## config.mk

```make
export PLATFORM = sky130hd
export DESIGN_NAME = tfh_fault_handler
export DESIGN_NICKNAME = d
export VERILOG_FILES = /design/src/verilog/tfh_attr_mem.v /design/src/verilog/tfh_fault_handler.v
export VERILOG_INCLUDE_DIRS = /design/src /design/src/include
export SDC_FILE = /design/constraint.sdc
export NUM_CORES = 1
export LEC_CHECK = 0
export BUFFER_PORTS_ARGS = -buffer_cell sky130_fd_sc_hd__buf_2
export CORE_MARGIN = 2
export CORE_UTILIZATION = 45
export DETAILED_ROUTE_END_ITERATION = 8
export GPL_ROUTABILITY_DRIVEN = 0
export PLACE_DENSITY = 0.7
export SLEW_MARGIN = 15
export SYNTH_ARGS = -nofsm -noshare
export SYNTH_HDL_FRONTEND = slang
export SYNTH_SLANG_ARGS = --single-unit
```

## constraint.sdc

```tcl
create_clock -name sys_clk -period 7.1 [get_ports sys_clk]
set_input_delay 1.065 -clock sys_clk [delete_from_list [all_inputs] [get_ports sys_clk]]
set_output_delay 1.065 -clock sys_clk [all_outputs]
set_load 0.01 [all_outputs]
```

## src/include/tfh_defs.vh

```
// Register map, field positions and reset values of the fault handler
`ifndef TFH_DEFS_VH
`define TFH_DEFS_VH
// Word addresses of the global registers
`define TFH_ADDR_NS_CTRL 8'h00
`define TFH_ADDR_S_CTRL 8'h01
`define TFH_ADDR_GFAULT 8'h02
// Bank region: word address 001_bbb_rr
`define TFH_BANK_REGION 3'h1
`define TFH_SUB_CTRL 2'h0
`define TFH_SUB_STATUS 2'h1
`define TFH_SUB_RESUME 2'h2
`define TFH_SUB_ATTR 2'h3
// Global control fields
`define TFH_G_GSE 0
`define TFH_G_STALL_DISABLE 1
`define TFH_G_USF 2
`define TFH_G_SMCF 3
`define TFH_G_GFRE 4
`define TFH_NS_CTRL_RST 5'h00
`define TFH_S_CTRL_RST 2'h0
// Bank control fields
`define TFH_C_MODE 0
`define TFH_C_HUF 1
`define TFH_C_FRE 2
`define TFH_C_SEC 3
`define TFH_CTRL_RST 4'h0
// Fault status fields
`define TFH_F_FAULT 0
`define TFH_F_MULTI 1
`define TFH_F_SS 2
`define TFH_FSR_RST 3'h0
// Resume field
`define TFH_R_TERM 0
// Global fault status fields
`define TFH_GF_ICF 0
`define TFH_GF_USF 1
`define TFH_GF_SMCF 2
`define TFH_GF_UCBF 3
`define TFH_GF_UICF 4
`define TFH_GF_CAF 5
`define TFH_GF_RST 6'h00
// Bank attribute fields
`define TFH_A_TYPE 1:0
`define TFH_A_WIDE 2
`define TFH_A_S2 6:3
`define TFH_A_IRQ 10:7
`define TFH_ATTR_RST 12'h000
// Context types
`define TFH_T_S2ONLY 2'h0
`define TFH_T_S1BYP 2'h1
`define TFH_T_S1FLT 2'h2
`define TFH_T_NESTED 2'h3
// Response codes
`define TFH_RSP_OKAY 2'h0
`define TFH_RSP_ABORT_REP 2'h1
`define TFH_RSP_ABORT_SIL 2'h2
`endif

```

## src/verilog/tfh_attr_mem.v

```verilog
// Bank attribute store with one write port and two registered read ports
`timescale 1ns/1ns
module tfh_attr_mem #(
  parameter WIDTH = 12,
  parameter DEPTH = 8,
  parameter AW = 3
) (
  input wire sys_clk, // System clock
  input wire wr_en, // Write strobe
  input wire [AW-1:0] wr_addr, // Write index
  input wire [WIDTH-1:0] wr_data, // Write word
  input wire [AW-1:0] rda_addr, // Read index, port a
  output reg [WIDTH-1:0] rda_data, // Registered word, port a
  input wire [AW-1:0] rdb_addr, // Read index, port b
  output reg [WIDTH-1:0] rdb_data // Registered word, port b
);
  reg [WIDTH-1:0] mem [0:DEPTH-1];

  // Storage and registered reads; contents undefined until written
  always @(posedge sys_clk) begin
    if (wr_en) begin
      mem[wr_addr] <= wr_data;
    end
    rda_data <= mem[rda_addr];
    rdb_data <= mem[rdb_addr];
  end
endmodule // tfh_attr_mem

```

## src/verilog/tfh_fault_handler.v

```verilog
// Translation fault handler: request buffer, fault records and registers
//
// Implementation choices: the address map and register access over Avalon-MM.
`timescale 1ns/1ns
`include "tfh_defs.vh"
module tfh_fault_handler #(
  parameter NB = 8, // Implemented banks, 1 to 8
  parameter NUM_IRQ = 8, // Implemented context interrupts
  parameter GSTALL_IMPL = 1, // Global stall supported
  parameter NS_STALL_DISABLE_SEC = 0, // Non-secure stall disable also forces secure terminate
  parameter NS_GSE_SEC = 0, // Non-secure global stall also governs secure banks
  parameter [3:0] TYPE_OK = 4'hF // Supported context types, one bit per type
) (
  input wire sys_clk, // Clock, 125 MHz
  input wire rst_b, // Asynchronous reset
  input wire [7:0] avs_address, // Word address
  input wire avs_read, // Read request
  input wire avs_write, // Write request
  input wire [31:0] avs_writedata, // Write data
  output wire [31:0] avs_readdata, // Read data
  output wire avs_waitrequest, // Slave not ready
  input wire req_valid, // Transaction waiting
  output wire req_ready, // Transaction retired
  input wire [3:0] req_bank, // Initial context bank
  input wire req_stream_miss, // No stream match
  input wire req_stream_multi, // Several stream matches
  input wire req_map_fault, // Map entry selects fault context
  output wire xlat_valid, // Translation request
  output reg [2:0] xlat_s1_bank, // First bank to use
  output reg [2:0] xlat_s2_bank, // Stage 2 bank when nested
  output reg xlat_nested, // Two-stage translation
  input wire xlat_done, // Translation finished
  input wire xlat_fault, // Translation failed
  input wire xlat_fault_s2, // Failure lies in stage 2 bank
  output wire rsp_valid, // Response pulse
  output reg [1:0] rsp_code // Response kind
);
  localparam S_START = 3'h0;
  localparam S_CHK1 = 3'h1;
  localparam S_CHK2 = 3'h2;
  localparam S_XLAT = 3'h3;
  localparam S_WAIT = 3'h4;
  localparam S_RESP = 3'h5;
  localparam A_PASS = 2'h0;
  localparam A_ABORT = 2'h1;
  localparam A_WAIT = 2'h2;

  reg [3:0] ctl_reg [0:7];
  reg [2:0] fsr_reg [0:7];
  reg [4:0] nsc_reg;
  reg [1:0] sc_reg;
  reg [5:0] gfs_reg;
  reg ack_reg;
  reg [31:0] rd_reg;
  reg rd_mem_reg;
  reg [2:0] state_reg;
  reg [2:0] state_next;
  reg [11:0] attr1_reg;
  reg [11:0] attr2_reg;
  reg [2:0] wait_bank_reg;
  reg wait_term_reg;
  reg [1:0] code_next;
  reg [5:0] gf_set;
  reg fsr_set_en;
  reg [2:0] fsr_set_bank;
  reg [2:0] fsr_set_val;
  reg [1:0] act;
  reg [2:0] fb;
  reg gstall;
  reg any_ss;
  integer i;
  integer k;
  wire [11:0] mem_a;
  wire [11:0] mem_b;
  wire [2:0] mem_b_addr;

  // Effective stall disables and global stall enables
  wire ns_stall_disable = nsc_reg[`TFH_G_STALL_DISABLE];
  wire s_stall_disable = sc_reg[`TFH_G_STALL_DISABLE];
  wire ns_gse = nsc_reg[`TFH_G_GSE] & ~ns_stall_disable;
  wire s_gse = sc_reg[`TFH_G_GSE] & ~s_stall_disable;

  // Bus decode
  wire bus_req = avs_read | avs_write;
  wire fire = bus_req & ack_reg;
  wire in_bank = avs_address[7:5] == `TFH_BANK_REGION;
  wire [2:0] bsel = avs_address[4:2];
  wire [1:0] sub = avs_address[1:0];
  wire bank_ok = in_bank & ({29'h0, bsel} < NB);
  wire glob_ok = (avs_address == `TFH_ADDR_NS_CTRL) | (avs_address == `TFH_ADDR_S_CTRL)
    | (avs_address == `TFH_ADDR_GFAULT);
  wire unmapped = ~bank_ok & ~glob_ok;
  wire resume_wr = fire & avs_write & bank_ok & (sub == `TFH_SUB_RESUME);
  wire resume_term = avs_writedata[`TFH_R_TERM];
  wire [2:0] bank1 = req_bank[2:0];
  wire req_impl = ({28'h0, req_bank} < NB);

  assign avs_waitrequest = bus_req & ~ack_reg;
  assign avs_readdata = rd_mem_reg ? {20'h0, mem_a} : rd_reg;

  // Terminate mode of a bank from its control bits
  function term_mode;
    input [3:0] c;
    input s_dis;
    input ns_dis;
    begin
      term_mode = ~c[`TFH_C_MODE] | (c[`TFH_C_SEC] & (s_dis | (ns_dis & (NS_STALL_DISABLE_SEC != 0))));
    end
  endfunction

  // Check of a bank ahead of translation
  function [1:0] pre_check;
    input [3:0] c;
    input [2:0] f;
    input tm;
    begin
      if (f == `TFH_FSR_RST) begin
        pre_check = A_PASS;
      end else if (c[`TFH_C_HUF]) begin
        pre_check = A_PASS;
      end else if (f[`TFH_F_SS]) begin
        pre_check = A_WAIT;
      end else begin
        pre_check = A_ABORT;
      end
      if (tm && f != `TFH_FSR_RST && f[`TFH_F_SS] && !c[`TFH_C_HUF]) begin
        pre_check = A_WAIT;
      end
    end
  endfunction

  // Abort code chosen from the bank's report enable
  function [1:0] abort_code;
    input [3:0] c;
    begin
      abort_code = c[`TFH_C_FRE] ? `TFH_RSP_ABORT_REP : `TFH_RSP_ABORT_SIL;
    end
  endfunction

  tfh_attr_mem #(
    .WIDTH(12),
    .DEPTH(8),
    .AW(3)
  ) u_attr (
    .sys_clk(sys_clk),
    .wr_en(fire & avs_write & bank_ok & (sub == `TFH_SUB_ATTR)),
    .wr_addr(bsel),
    .wr_data(avs_writedata[11:0]),
    .rda_addr(bsel),
    .rda_data(mem_a),
    .rdb_addr(mem_b_addr),
    .rdb_data(mem_b)
  );

  assign mem_b_addr = (state_reg == S_CHK1) ? mem_b[5:3] : bank1;

  // Any stalled bank and global stall for this request
  always @* begin
    any_ss = 1'b0;
    for (k = 0; k < NB; k = k + 1) begin
      any_ss = any_ss | fsr_reg[k][`TFH_F_SS];
    end
    if (ctl_reg[bank1][`TFH_C_SEC]) begin
      gstall = any_ss & (s_gse | (ns_gse & (NS_GSE_SEC != 0)));
    end else begin
      gstall = any_ss & ns_gse;
    end
  end

  // Request buffer decisions
  always @* begin
    state_next = state_reg;
    code_next = rsp_code;
    gf_set = 6'h00;
    fsr_set_en = 1'b0;
    fsr_set_bank = xlat_s1_bank;
    fsr_set_val = 3'h0;
    act = A_PASS;
    fb = xlat_s1_bank;
    case (state_reg)
      S_START: begin
        if (req_valid) begin
          gf_set[`TFH_GF_USF] = req_stream_miss & nsc_reg[`TFH_G_USF];
          gf_set[`TFH_GF_SMCF] = req_stream_multi & nsc_reg[`TFH_G_SMCF];
          gf_set[`TFH_GF_ICF] = req_map_fault;
          gf_set[`TFH_GF_UCBF] = ~req_impl;
          if (gf_set != 6'h00) begin
            code_next = nsc_reg[`TFH_G_GFRE] ? `TFH_RSP_ABORT_REP : `TFH_RSP_ABORT_SIL;
            state_next = S_RESP;
          end else if (!gstall) begin
            state_next = S_CHK1;
          end
        end
      end
      S_CHK1: begin
        if (mem_b[`TFH_A_TYPE] == `TFH_T_S1FLT || !TYPE_OK[mem_b[`TFH_A_TYPE]]
            || (ctl_reg[xlat_s1_bank][`TFH_C_SEC]
            && mem_b[`TFH_A_TYPE] != `TFH_T_S1BYP)) begin
          gf_set[`TFH_GF_ICF] = 1'b1;
        end else if (mem_b[`TFH_A_TYPE] == `TFH_T_NESTED) begin
          state_next = S_CHK2;
        end else begin
          act = pre_check(ctl_reg[xlat_s1_bank], fsr_reg[xlat_s1_bank],
            term_mode(ctl_reg[xlat_s1_bank], s_stall_disable, ns_stall_disable));
        end
        if (gf_set != 6'h00) begin
          code_next = nsc_reg[`TFH_G_GFRE] ? `TFH_RSP_ABORT_REP : `TFH_RSP_ABORT_SIL;
          state_next = S_RESP;
        end
      end
      S_CHK2: begin
        if (attr1_reg[6] || {29'h0, attr1_reg[5:3]} >= NB) begin
          gf_set[`TFH_GF_ICF] = 1'b1;
        end else if (ctl_reg[xlat_s2_bank][`TFH_C_SEC]
            || mem_b[`TFH_A_TYPE] != `TFH_T_S2ONLY
            || (attr1_reg[`TFH_A_WIDE] && !mem_b[`TFH_A_WIDE])) begin
          gf_set[`TFH_GF_ICF] = 1'b1;
        end else begin
          act = pre_check(ctl_reg[xlat_s1_bank], fsr_reg[xlat_s1_bank],
            term_mode(ctl_reg[xlat_s1_bank], s_stall_disable, ns_stall_disable));
          fb = xlat_s1_bank;
          if (act == A_PASS) begin
            act = pre_check(ctl_reg[xlat_s2_bank], fsr_reg[xlat_s2_bank],
              term_mode(ctl_reg[xlat_s2_bank], s_stall_disable, ns_stall_disable));
            fb = xlat_s2_bank;
          end
        end
        if (gf_set != 6'h00) begin
          code_next = nsc_reg[`TFH_G_GFRE] ? `TFH_RSP_ABORT_REP : `TFH_RSP_ABORT_SIL;
          state_next = S_RESP;
        end
      end
      S_XLAT: begin
        // Stage 2 blame only counts for a nested translation
        fb = (xlat_fault_s2 && xlat_nested) ? xlat_s2_bank : xlat_s1_bank;
        if (xlat_done && !xlat_fault) begin
          code_next = `TFH_RSP_OKAY;
          state_next = S_RESP;
        end else if (xlat_done) begin
          fsr_set_bank = fb;
          gf_set[`TFH_GF_UICF] = ({28'h0, ((xlat_fault_s2 && xlat_nested)
            ? attr2_reg[10:7] : attr1_reg[10:7])} >= NUM_IRQ);
          code_next = abort_code(ctl_reg[fb]);
          state_next = S_RESP;
          if (fsr_reg[fb] != `TFH_FSR_RST) begin
            // Mode is not sampled while a fault stands
            if (fsr_reg[fb][`TFH_F_SS]) begin
              state_next = S_WAIT;
            end else if (ctl_reg[fb][`TFH_C_HUF]) begin
              fsr_set_en = 1'b1;
              fsr_set_val[`TFH_F_MULTI] = 1'b1;
            end
          end else if (term_mode(ctl_reg[fb], s_stall_disable, ns_stall_disable)) begin
            fsr_set_en = 1'b1;
            fsr_set_val[`TFH_F_FAULT] = 1'b1;
          end else begin
            fsr_set_en = 1'b1;
            fsr_set_val[`TFH_F_FAULT] = 1'b1;
            fsr_set_val[`TFH_F_SS] = 1'b1;
            state_next = S_WAIT;
          end
        end
      end
      S_WAIT: begin
        if (resume_wr && bsel == wait_bank_reg) begin
          if (wait_term_reg && resume_term) begin
            code_next = abort_code(ctl_reg[wait_bank_reg]);
            state_next = S_RESP;
          end else begin
            state_next = S_START;
          end
        end
      end
      S_RESP: begin
        state_next = S_START;
      end
      default: begin
        state_next = S_START;
      end
    endcase
    if ((state_reg == S_CHK1 || state_reg == S_CHK2) && state_next != S_RESP
        && state_next != S_CHK2) begin
      if (act == A_PASS) begin
        state_next = S_XLAT;
      end else if (act == A_WAIT) begin
        state_next = S_WAIT;
      end else begin
        code_next = abort_code(ctl_reg[fb]);
        state_next = S_RESP;
      end
    end
  end

  assign xlat_valid = state_reg == S_XLAT;
  assign rsp_valid = state_reg == S_RESP;
  assign req_ready = state_reg == S_RESP;

  // Request buffer state and captured context
  always @(posedge sys_clk or negedge rst_b) begin
    if (!rst_b) begin
      state_reg <= S_START;
      rsp_code <= `TFH_RSP_OKAY;
      xlat_s1_bank <= 3'h0;
      xlat_s2_bank <= 3'h0;
      xlat_nested <= 1'b0;
      attr1_reg <= `TFH_ATTR_RST;
      attr2_reg <= `TFH_ATTR_RST;
      wait_bank_reg <= 3'h0;
      wait_term_reg <= 1'b0;
    end else begin
      state_reg <= state_next;
      rsp_code <= code_next;
      if (state_reg == S_START) begin
        xlat_s1_bank <= bank1;
        xlat_nested <= 1'b0;
      end
      if (state_reg == S_CHK1) begin
        attr1_reg <= mem_b;
        xlat_s2_bank <= mem_b[5:3];
        xlat_nested <= mem_b[`TFH_A_TYPE] == `TFH_T_NESTED;
      end
      if (state_reg == S_CHK2) begin
        attr2_reg <= mem_b;
      end
      if (state_next == S_WAIT && state_reg != S_WAIT) begin
        wait_bank_reg <= (state_reg == S_XLAT) ? fsr_set_bank : fb;
        wait_term_reg <= (state_reg == S_XLAT) && fsr_set_en;
      end
    end
  end

  // Bus handshake and read data
  always @(posedge sys_clk or negedge rst_b) begin
    if (!rst_b) begin
      ack_reg <= 1'b0;
      rd_reg <= 32'h0000_0000;
      rd_mem_reg <= 1'b0;
    end else begin
      ack_reg <= bus_req & ~ack_reg;
      rd_mem_reg <= bank_ok & (sub == `TFH_SUB_ATTR);
      rd_reg <= 32'h0000_0000;
      if (avs_address == `TFH_ADDR_NS_CTRL) begin
        rd_reg <= {27'h0, nsc_reg[4:1], nsc_reg[`TFH_G_GSE] & ~ns_stall_disable};
      end else if (avs_address == `TFH_ADDR_S_CTRL) begin
        rd_reg <= {30'h0, sc_reg[1], sc_reg[`TFH_G_GSE] & ~s_stall_disable};
      end else if (avs_address == `TFH_ADDR_GFAULT) begin
        rd_reg <= {26'h0, gfs_reg};
      end else if (bank_ok && sub == `TFH_SUB_CTRL) begin
        rd_reg <= {28'h0, ctl_reg[bsel]};
      end else if (bank_ok && sub == `TFH_SUB_STATUS) begin
        rd_reg <= {29'h0, fsr_reg[bsel]};
      end
    end
  end

  // Software registers and fault records; hardware set wins over clear
  always @(posedge sys_clk or negedge rst_b) begin
    if (!rst_b) begin
      nsc_reg <= `TFH_NS_CTRL_RST;
      sc_reg <= `TFH_S_CTRL_RST;
      gfs_reg <= `TFH_GF_RST;
      for (i = 0; i < 8; i = i + 1) begin
        ctl_reg[i] <= `TFH_CTRL_RST;
        fsr_reg[i] <= `TFH_FSR_RST;
      end
    end else begin
      if (fire && avs_write && avs_address == `TFH_ADDR_NS_CTRL) begin
        nsc_reg <= {avs_writedata[4:1], avs_writedata[`TFH_G_GSE]
          & ~avs_writedata[`TFH_G_STALL_DISABLE] & (GSTALL_IMPL != 0)};
      end
      if (fire && avs_write && avs_address == `TFH_ADDR_S_CTRL) begin
        sc_reg <= {avs_writedata[1], avs_writedata[`TFH_G_GSE]
          & ~avs_writedata[`TFH_G_STALL_DISABLE] & (GSTALL_IMPL != 0)};
      end
      gfs_reg <= (gfs_reg & ~((fire && avs_write && avs_address == `TFH_ADDR_GFAULT)
        ? avs_writedata[5:0] : 6'h00)) | gf_set | {fire & unmapped, 5'h00};
      for (i = 0; i < NB; i = i + 1) begin
        if (fire && avs_write && bank_ok && bsel == i && sub == `TFH_SUB_CTRL) begin
          ctl_reg[i] <= avs_writedata[3:0];
        end
        fsr_reg[i] <= (fsr_reg[i]
          & ~((fire && avs_write && bank_ok && bsel == i && sub == `TFH_SUB_STATUS)
            ? avs_writedata[2:0] : 3'h0)
          & ~((resume_wr && bsel == i) ? 3'h4 : 3'h0))
          | ((fsr_set_en && fsr_set_bank == i) ? fsr_set_val : 3'h0);
      end
    end
  end
endmodule // tfh_fault_handler

```

After elaboration in Yosys (flattened, before gate mapping)
Memory sizes are Yosys's and may differ from the RTL's. A register that Yosys moved wholly into a read port is not among the register bits.
Cells that the tools add are included.

operators by class
  order comparisons = 10
  equal/unequal tests = 34
  mux-type cells = 157
  bitwise operators = 93
  reductions and logical operators = 88

operators with widths
  cell                  number
  $mux W3               64
  $bmux W4 S3           7
  $logic_and A1 B1 Y1   63
  $mux W2               31
  $mux W4               13
  $and A3 B3 Y3         16
  $not A3 Y3            16
  $bmux W3 S3           4
  $eq A3 B3 Y1 const B  11
  $ge A4 B4 Y1 const B  8
  $mux W32              1
  $not A3 Y4            7
  $mux W1               27
  $mux W6               4
  $or A3 B3 Y3          8
  $and A1 B1 Y1         19
  $eq A3 B2 Y1 const B  6
  $logic_not A3 Y1      5
  $pmux W3 S5           1
  $or A1 B1 Y1          13
  $eq A3 B1 Y1 const B  4
  $eq A2 B2 Y1 const B  5
  $not A1 Y1            10
  $pmux W2 S5           1
  24 further kinds      38

word-level totals
  register bits after elaboration = 141
  bits in writable memories = 96
  input bits = 55
  output and inout bits = 45
  logic and storage cells = 414
  memories kept = 1

memories
  name        depth  width  read ports  clocked after memory_dff  write ports  RTL line           source
  u_attr.mem  8      12     2           2                         1            tfh_attr_mem.v:17  reg [WIDTH-1:0] mem [0:DEPTH-1];

Longest topological paths before layout
Gate-level depths: netlist of run 1.

  depth in word-level cells = 26
  depth in mapped cells = 13
  gate-level depth less buffers = 9

Hierarchy
From an unflattened synthesis of run 1, not the netlist that was laid out.

second synthesis, totals
  cell total of the unflattened synthesis = 902
  area, all modules = 11,793.8 µm²

modules (own cells, without submodules)
  module             times used  cells each  area each (µm²)  seq. area each (µm²)
  tfh_fault_handler  1           683         6,760.2          2,427.3
  tfh_attr_mem       1           219         5,033.6          3,363.2

Worst setup path before layout of run 1
No wires, ideal clock.

  path kind = input port to flip-flop
  start = input port xlat_fault_s2
  end = register wait_bank_reg[2]
  library setup time = 118 ps
  arrival = 3,463 ps
  data required time = 6,982 ps
  setup slack = 3,519 ps
  stages = 12
  path buffers = 3
  path through = and3_1 > buf_2 > or2_0 > buf_2 > buf_4 > mux2i_1 > mux4_2 > a311oi_2 > a211oi_1 > nor4_1 > a211oi_1 > a21o_1

between the ends
  cells in the longest elaborated chain, start to end = 19
  elaborated cells between the ends (all ways) = 31
  classes of those cells = eq/ne: 3; mux: 19; bitwise: 4; reduce/logical: 5

ends and longest elaborated chain
  what                                                RTL line                                                                   source
  start: declaration                                  tfh_fault_handler.v:34                                                     input wire xlat_fault_s2,
  $logic_and A1 B1 Y1 *                               tfh_fault_handler.v:235                                                    fb = (xlat_fault_s2 && xlat_nested) ? xlat_s2_bank : xlat_s1_bank;
  $mux W3 *                                           tfh_fault_handler.v:235
  $not A3 Y4 (not written as such)                    tfh_fault_handler.v:245, tfh_fault_handler.v:247, tfh_fault_handler.v:253
  $bmux W4 S3                                         tfh_fault_handler.v:253                                                    end else if (term_mode(ctl_reg[fb], s_stall_disable, ns_stall_disable)) begin
  $mux W4 (not written as such) (2 in a row)          tfh_fault_handler.v:253
  $and A1 B1 Y1 / $not A1 Y1 (equally long branches)  tfh_fault_handler.v:107                                                    term_mode = ~c[`TFH_C_MODE] | (c[`TFH_C_SEC] & (s_dis | (ns_dis & (NS_STALL_DISABLE_SEC != 0))));
  $or A1 B1 Y1                                        tfh_fault_handler.v:107
  $mux W1                                             tfh_fault_handler.v:253
  (+2 left out)                                       -
  $mux W3                                             tfh_fault_handler.v:236                                                    if (xlat_done && !xlat_fault) begin
  $pmux W3 S5                                         tfh_fault_handler.v:180                                                    case (state_reg)
  $ne A3 B3 Y1                                        tfh_fault_handler.v:281                                                    if ((state_reg == S_CHK1 || state_reg == S_CHK2) && state_next != S_RESP
  $logic_and A1 B1 Y1                                 tfh_fault_handler.v:281
  $logic_and A1 B1 Y1                                 tfh_fault_handler.v:282                                                    && state_next != S_CHK2) begin
  $mux W3                                             tfh_fault_handler.v:281
  $eq A3 B3 Y1                                        tfh_fault_handler.v:325                                                    if (state_next == S_WAIT && state_reg != S_WAIT) begin
  $logic_and A1 B1 Y1                                 tfh_fault_handler.v:325
  end signal: assignment                              tfh_fault_handler.v:326                                                    wait_bank_reg <= (state_reg == S_XLAT) ? fsr_set_bank : fb;
  end: declaration                                    tfh_fault_handler.v:60                                                     reg [2:0] wait_bank_reg;

Every way passes the cells marked *; elsewhere a longest branch is shown, timed or not. The select of a mux whose other input is x is not followed.
A chain may end at the register's enable or synchronous reset.

Final worst setup path of run 1
  start = register xlat_s1_bank[2]
  end = register wait_bank_reg[2]

between the ends
  cells in the longest elaborated chain, start to end = 24
  elaborated cells between the ends (all ways) = 73
  classes of those cells = eq/ne: 4; mux: 47; bitwise: 8; reduce/logical: 14

ends and longest elaborated chain
  what                                                RTL line                                                                   source
  start: declaration                                  tfh_fault_handler.v:29                                                     output reg [2:0] xlat_s1_bank,
  start signal: assignment                            tfh_fault_handler.v:314                                                    xlat_s1_bank <= bank1;
  $not A3 Y4 (not written as such)                    -
  $bmux W4 S3                                         -
  $mux W4 (not written as such) (2 in a row)          tfh_fault_handler.v:197, tfh_fault_handler.v:204, tfh_fault_handler.v:220
  $and A1 B1 Y1 / $not A1 Y1 (equally long branches)  tfh_fault_handler.v:107
  $or A1 B1 Y1                                        tfh_fault_handler.v:107
  $logic_and A1 B1 Y1 (no line)                       -
  $logic_and A1 B1 Y1 (2 in a row)                    tfh_fault_handler.v:126                                                    if (tm && f != `TFH_FSR_RST && f[`TFH_F_SS] && !c[`TFH_C_HUF]) begin
  $mux W2                                             tfh_fault_handler.v:126
  (+6 left out)                                       -
  $mux W2                                             tfh_fault_handler.v:212                                                    if (attr1_reg[6] || {29'h0, attr1_reg[5:3]} >= NB) begin
  $pmux W2 S2                                         tfh_fault_handler.v:180
  $eq A2 B2 Y1                                        tfh_fault_handler.v:285                                                    end else if (act == A_WAIT) begin
  $mux W1                                             tfh_fault_handler.v:285
  $mux W3                                             tfh_fault_handler.v:283                                                    if (act == A_PASS) begin
  $mux W3                                             tfh_fault_handler.v:281
  $eq A3 B3 Y1                                        tfh_fault_handler.v:325
  $logic_and A1 B1 Y1                                 tfh_fault_handler.v:325

Parallel ways exist; a longest one is shown, timed or not. The select of a mux whose other input is x is not followed.

==> out/qor.txt, run 1 <==
Initial Util = 45.7%
synth warn = 0
Fin Hold WS = 0.459 ns
Die W = 161 um
post-CTS sizing = 0
initial antenna violation count = 0
Worst Hold Depth = 2
dominant cell type by area after synthesis = edfxtp_1
drt wl/cell = 24.1 um
Pleak = 4.81 nW
Post-synth EDFFs = 96
Largest register FFs = 96
Setup WS pre-CTS = 2.69 ns
placed insts = 1165
CP endpoint = wait_bank_reg[2]$_DFFE_PN0P_
Worst Reg2Reg Path Length in Cells = 10
min-delay src = u_attr.rdb_data[2]$_DFF_P_
# diodes = 0
clock transition at the registers of the reported paths = 0.06 ns
CTS Hold Bufs = 0
internal reg-to-reg setup slack = 3.10 ns
die area = 25900 um2
Synth Instances = 812
Pwr Density = 312 nW/um2
worst path arrival time = 4.42 ns
Final WS setup = 3.10 ns
crit start category = register
Seq/Total Area, Yosys = 51.6%
critical path class = register to register
Slew Limit Fails = 0
Max rail drop VDD = 0.145 mV
Clock Tree Root = clkbuf_16
multi-input logic area = 5040 um2
IO Pins = 100
Setup Skew = 0.0104 ns
hpwl dp = 20000 um
Mapped Area = 11100 um2
CP endpoint kind = register
row count = 57
Design Area, Final = 12300 um2
global-route wire length before repair = 45700 um
fraction of registers with async set/reset = 45.5%
Max-Cap Viols = 0
Setup TNS = 0 ns
Tot Pwr = 3.84 mW
area grow syn2layout = 11.4%
Global Route Usage Sum = 23.0%
Core Region = 24200 um2
RSZ-0062 raised after global routing = false
drt pass-1 iters = 5
Area after DPL = 11600 um2
Worst EP required = 7.52 ns
Port-buffer cells = 59
utilization after layout = 50.9%
maximum level of the CTS H-tree = 1
final hold violation count = 0
CTS sink cnt = 213
Congestion Overflow GR = 0
Yosys top cell area share = 26.0%
drt drc = 0
Avg Cell Area, Syn = 13.6 um2
Filler cells = 2037
worst slew pin tran = 1.04 ns
final setup fails = 0
Detailed Route WL = 29100 um
Distinct cells, synth = 66
share of layout cells above drive strength 1 = 31.4%
vias in the first global route = 7494
post-CTS setup buffers = 0
Top FF cell, synth = dfrtp_1
Final Non-Filler Cells = 1207
first-iteration detailed-routing DRC count = 694
Vias/cell = 6.21
Post-DRT Antenna Nets = 0
number of synthesized register bits = 213
most frequent cells in the layout = 97 x dfrtp_1, 96 x edfxtp_1, 79 x mux2_2
CTS buffer count = 23
number of nets in the layout = 921
Die Y-Extent = 161 um
pin count of the biggest net entering global routing = 61
r2r endpoint = wait_bank_reg[2]$_DFFE_PN0P_
crit path launch = xlat_s1_bank[2]$_DFFE_PN0P_
Worst R2R Start = xlat_s1_bank[2]$_DFFE_PN0P_
Worst Hold Class = register to register
CTS tree = built
worst relative slew slack = 30.4%
top post-synthesis cells by area = edfxtp_1 26%, dfrtp_1 22%, mux4_2 16%
storage element area = 5710 um2
Final min period = 4.00 ns
later-pin clock latency in the skew report = 0.52 ns
vias = 7497
commonest non-fill, non-tap cell in the layout = dfrtp_1
status = complete, no violations
FMAX = 0.250 GHz
worst-case clock buffer depth = 3
Final Cycle Share = 56.4%
Max FO, Critical Path = 22
[synthesized netlist by cell type (all sizes together) (4+ instances only)]
cell / instances
and2: 13
a32o: 5
nor4: 4
inv: 7
mux2: 81
mux4: 78
and3: 6
nor3b: 5
o21ai: 65
nand3: 11
mux2i: 41
dfrtp: 97
nor2: 46
buf: 42
nor3: 13
a21oi: 15
a211o: 5
clkbuf: 22
o22a: 4
a211oi: 15
edfxtp: 96
nand4: 5
dfxtp: 20
nor2b: 12
nand2b: 5
nand2: 53
[per-layer routing]
| metal | vias up | routed length, um | GRT usage (%) |
|---|---|---|---|
| met2 | 336 | 13800 | 36.2 |
| met4 | 0 | 982 | 7.79 |
| li1 | 3219 | - | - |
| met5 | - | 0 | 0 |
| met3 | 67 | 1930 | 3.38 |
| met1 | 3875 | 12300 | 33.1 |
[logic make-up (layout without fill, tap and decap cells)]
| logic type | after synthesis | in the layout | share of synthesized area [%] |
|---|---|---|---|
| buffers and inverters | 71 | 123 | 3.79 |
| multiplexers | 200 | 200 | 27.9 |
| AO/OA/AOI/OAI | 138 | 138 | 8.21 |
| flip-flops | 213 | 213 | 51.6 |
| AND/OR/NAND/NOR | 186 | 186 | 8.27 |
| XOR/XNOR | 3 | 3 | 0.237 |
| other | 1 | 20 | 0.0339 |
[critical path, cell delays in order (launching register included)]
cell,delay (ns)
dfrtp_1,0.77
a21boi_2,0.42
or2_1,0.16
buf_4,0.33
mux4_2,0.59
and3_1,0.21
a311oi_2,0.39
a211oi_1,0.24
nor4_1,0.48
a211oi_1,0.11
a21o_1,0.17
[worst min path at each step]
stage	to	slack (ns)
final	attr1_reg[2]$_DFFE_PN0P_	0.46
after detailed placement	attr1_reg[2]$_DFFE_PN0P_	0.45
after CTS	attr1_reg[2]$_DFFE_PN0P_	0.46
after global routing	attr1_reg[2]$_DFFE_PN0P_	0.52
after floorplan	attr1_reg[2]$_DFFE_PN0P_	0.43
after global placement	attr1_reg[2]$_DFFE_PN0P_	0.46
[where the power goes]
| group | leakage (nW) | internal, mW | switching (mW) | total [mW] |
|---|---|---|---|---|
| registers | 2.33 | 1.40 | 0.184 | 1.59 |
| clock network | 0.364 | 0.677 | 0.484 | 1.16 |
| logic | 2.12 | 0.489 | 0.605 | 1.09 |
[area by class of cell]
cell class | count | share of cell area, %
Clock inverter | 5 | 0.315
Timing Repair Buffer | 74 | 3.33
Inverter | 7 | 0.213
Tap cell | 324 | 3.29
Multi-Input combinational cell | 547 | 40.9
Clock buffer | 37 | 5.67
Sequential cell | 213 | 46.3
Note: power is estimated with default switching activity, not from simulation.
==> inputs of run 2 (changes only) <==
clock period = 4.15 ns   (was 7.1 ns; I/O delays follow)
==> run 2 against run 1 <==
  * Via count is 0.71% higher
  * Die area is the same
  * Global-route usage shrank 0.16 points
  * Sequential share of layout area is 0.89 points lower
  * Clock power increased by 100%
  * Register-to-register slack worse by 2.6 ns
  * Setup slack worse by 2.6 ns
  * Cell count increased by 1.2%
==> out/qor.txt, run 2 (same netlist as run 1, synthesis figures left out) <==
status = complete, no violations
drt wl/cell = 23.8 um
Core Region = 24200 um2
Setup Skew = 0.0194 ns
Global Route Usage Sum = 22.9%
Max rail drop VDD = 0.306 mV
CP Buf/Inv Count = 0
Max-Cap Viols = 0
Largest register FFs = 96
Filler cells = 2024
later-pin clock latency in the skew report = 0.53 ns
CTS buffer count = 24
Pwr Density = 558 nW/um2
number of nets in the layout = 935
IO Pins = 100
Final min period = 3.68 ns
post-CTS setup buffers = 0
CTS tree = built
Die W = 161 um
vias in the first global route = 7617
# diodes = 0
Final WS setup = 0.473 ns
maximum level of the CTS H-tree = 1
Detailed Route WL = 29100 um
die area = 25900 um2
drt pass-1 iters = 5
pin count of the biggest net entering global routing = 60
Initial Util = 45.7%
slowest stage cell, crit path = dfrtp_1
critical path depth = 9
Slew Limit Fails = 0
hpwl dp = 20300 um
CP endpoint kind = register
Final Cycle Share = 88.6%
commonest non-fill, non-tap cell in the layout = dfrtp_1
Max FO, Critical Path = 14
area grow syn2layout = 13.6%
Port-buffer cells = 59
post-CTS sizing = 0
critical path class = register to register
Die Y-Extent = 161 um
clock transition at the registers of the reported paths = 0.06 ns
row count = 57
max incr delay on CP = 0.76 ns
Worst Hold Class = primary input to async pin
worst relative slew slack = 45.2%
Setup TNS = 0 ns
Worst Reg2Reg Path Length in Cells = 9
Congestion Overflow GR = 0
final hold violation count = 0
FMAX = 0.272 GHz
Pleak = 4.95 nW
family with the most delay on the worst path = multiplexers
Worst EP required = 4.61 ns
RSZ-0062 raised after global routing = false
crit start category = register
vias = 7550
worst-case clock buffer depth = 3
most frequent cells in the layout = 97 x dfrtp_1, 96 x edfxtp_1, 79 x mux2_2
Clock Tree Root = clkbuf_16
final setup fails = 0
Setup WS pre-CTS = 0.530 ns
worst path arrival time = 4.13 ns
worst slew pin tran = 0.816 ns
share of layout cells above drive strength 1 = 32.5%
critical path cell sequence = mux4_2, nor2b_4, a211o_4, a211oi_4, a21oi_2, mux2_4, mux4_1, mux2i_1, mux2_1
CTS Hold Bufs = 0
initial antenna violation count = 0
CTS sink cnt = 213
Vias/cell = 6.18
drt drc = 0
global-route wire length before repair = 45400 um
first-iteration detailed-routing DRC count = 640
Post-DRT Antenna Nets = 0
run 2: cell types whose count changed in the layout (fill, tap and decap cells not counted), sizes merged:
cell	before	now
buf	74	87
clkinv	4	6
clkinvlp	0	1
clkbuf	37	30
bufinv	0	6
run 2: routing by layer:
metal  GRT usage [%]  up-vias  share of wire [%]
met5               0        -                  0
met4            8.44        0                3.6
met3            4.24       71                7.8
met2            35.8      385                 47
met1            32.1     3840                 42
li1                -     3254                  -
run 2: worst register-to-register path, delay by kind of cell (launching register included):
family	cells	cell delay (ns)
mux	5	1.85
compound gates	3	0.86
flops	1	0.76
simple gates	1	0.14
run 2: final cells by class:
cell class / count / area (um2) / area share [%]
Inverter: 7 / 26.3 / 0.209
Clock inverter: 14 / 250 / 1.99
Tap cell: 324 / 405 / 3.22
Timing Repair Buffer: 87 / 508 / 4.04
Sequential cell: 213 / 5710 / 45.4
Clock buffer: 30 / 643 / 5.12
Multi-Input combinational cell: 547 / 5030 / 40.0
run 2: per-stage QoR:
stage	total power, mW	instance area, um2	std cells	util (%)	hold WS [ns]
2_1_floorplan	4.11	11100	831	-	0.327
3_3_place_gp	4.62	11700	1178	48.2	0.468
3_5_place_dp	4.66	11700	1178	48.2	0.480
4_1_cts	7.03	12600	1222	51.8	0.194
5_1_grt	7.32	12600	1222	51.8	0.231
6_report	7.01	12600	1222	51.8	0.168
run 2: where the power goes:
part	internal (mW)	switching, mW
clock	1.48	0.876
sequential	2.40	0.321
combinational	0.873	1.06
run 2: worst paths after layout:
kind | startpoint | to | slack [ns]
setup / recovery | xlat_s2_bank[1]$_DFFE_PN0P_ | rsp_code[1]$_DFF_PN0_ | 0.47
hold / removal | rst_b | rsp_code[0]$_DFF_PN0_ | 0.17
setup reg to reg | xlat_s2_bank[1]$_DFFE_PN0P_ | rsp_code[1]$_DFF_PN0_ | 0.47
hold reg to reg | ack_reg$_DFF_PN0_ | ack_reg$_DFF_PN0_ | 0.49
max in group asynchronous | rst_b | ctl_reg[9]$_DFFE_PN0P_ | 3.15
min in group sys_clk | avs_writedata[6] | u_attr.mem[2][6]$_DFFE_PP_ | 0.35
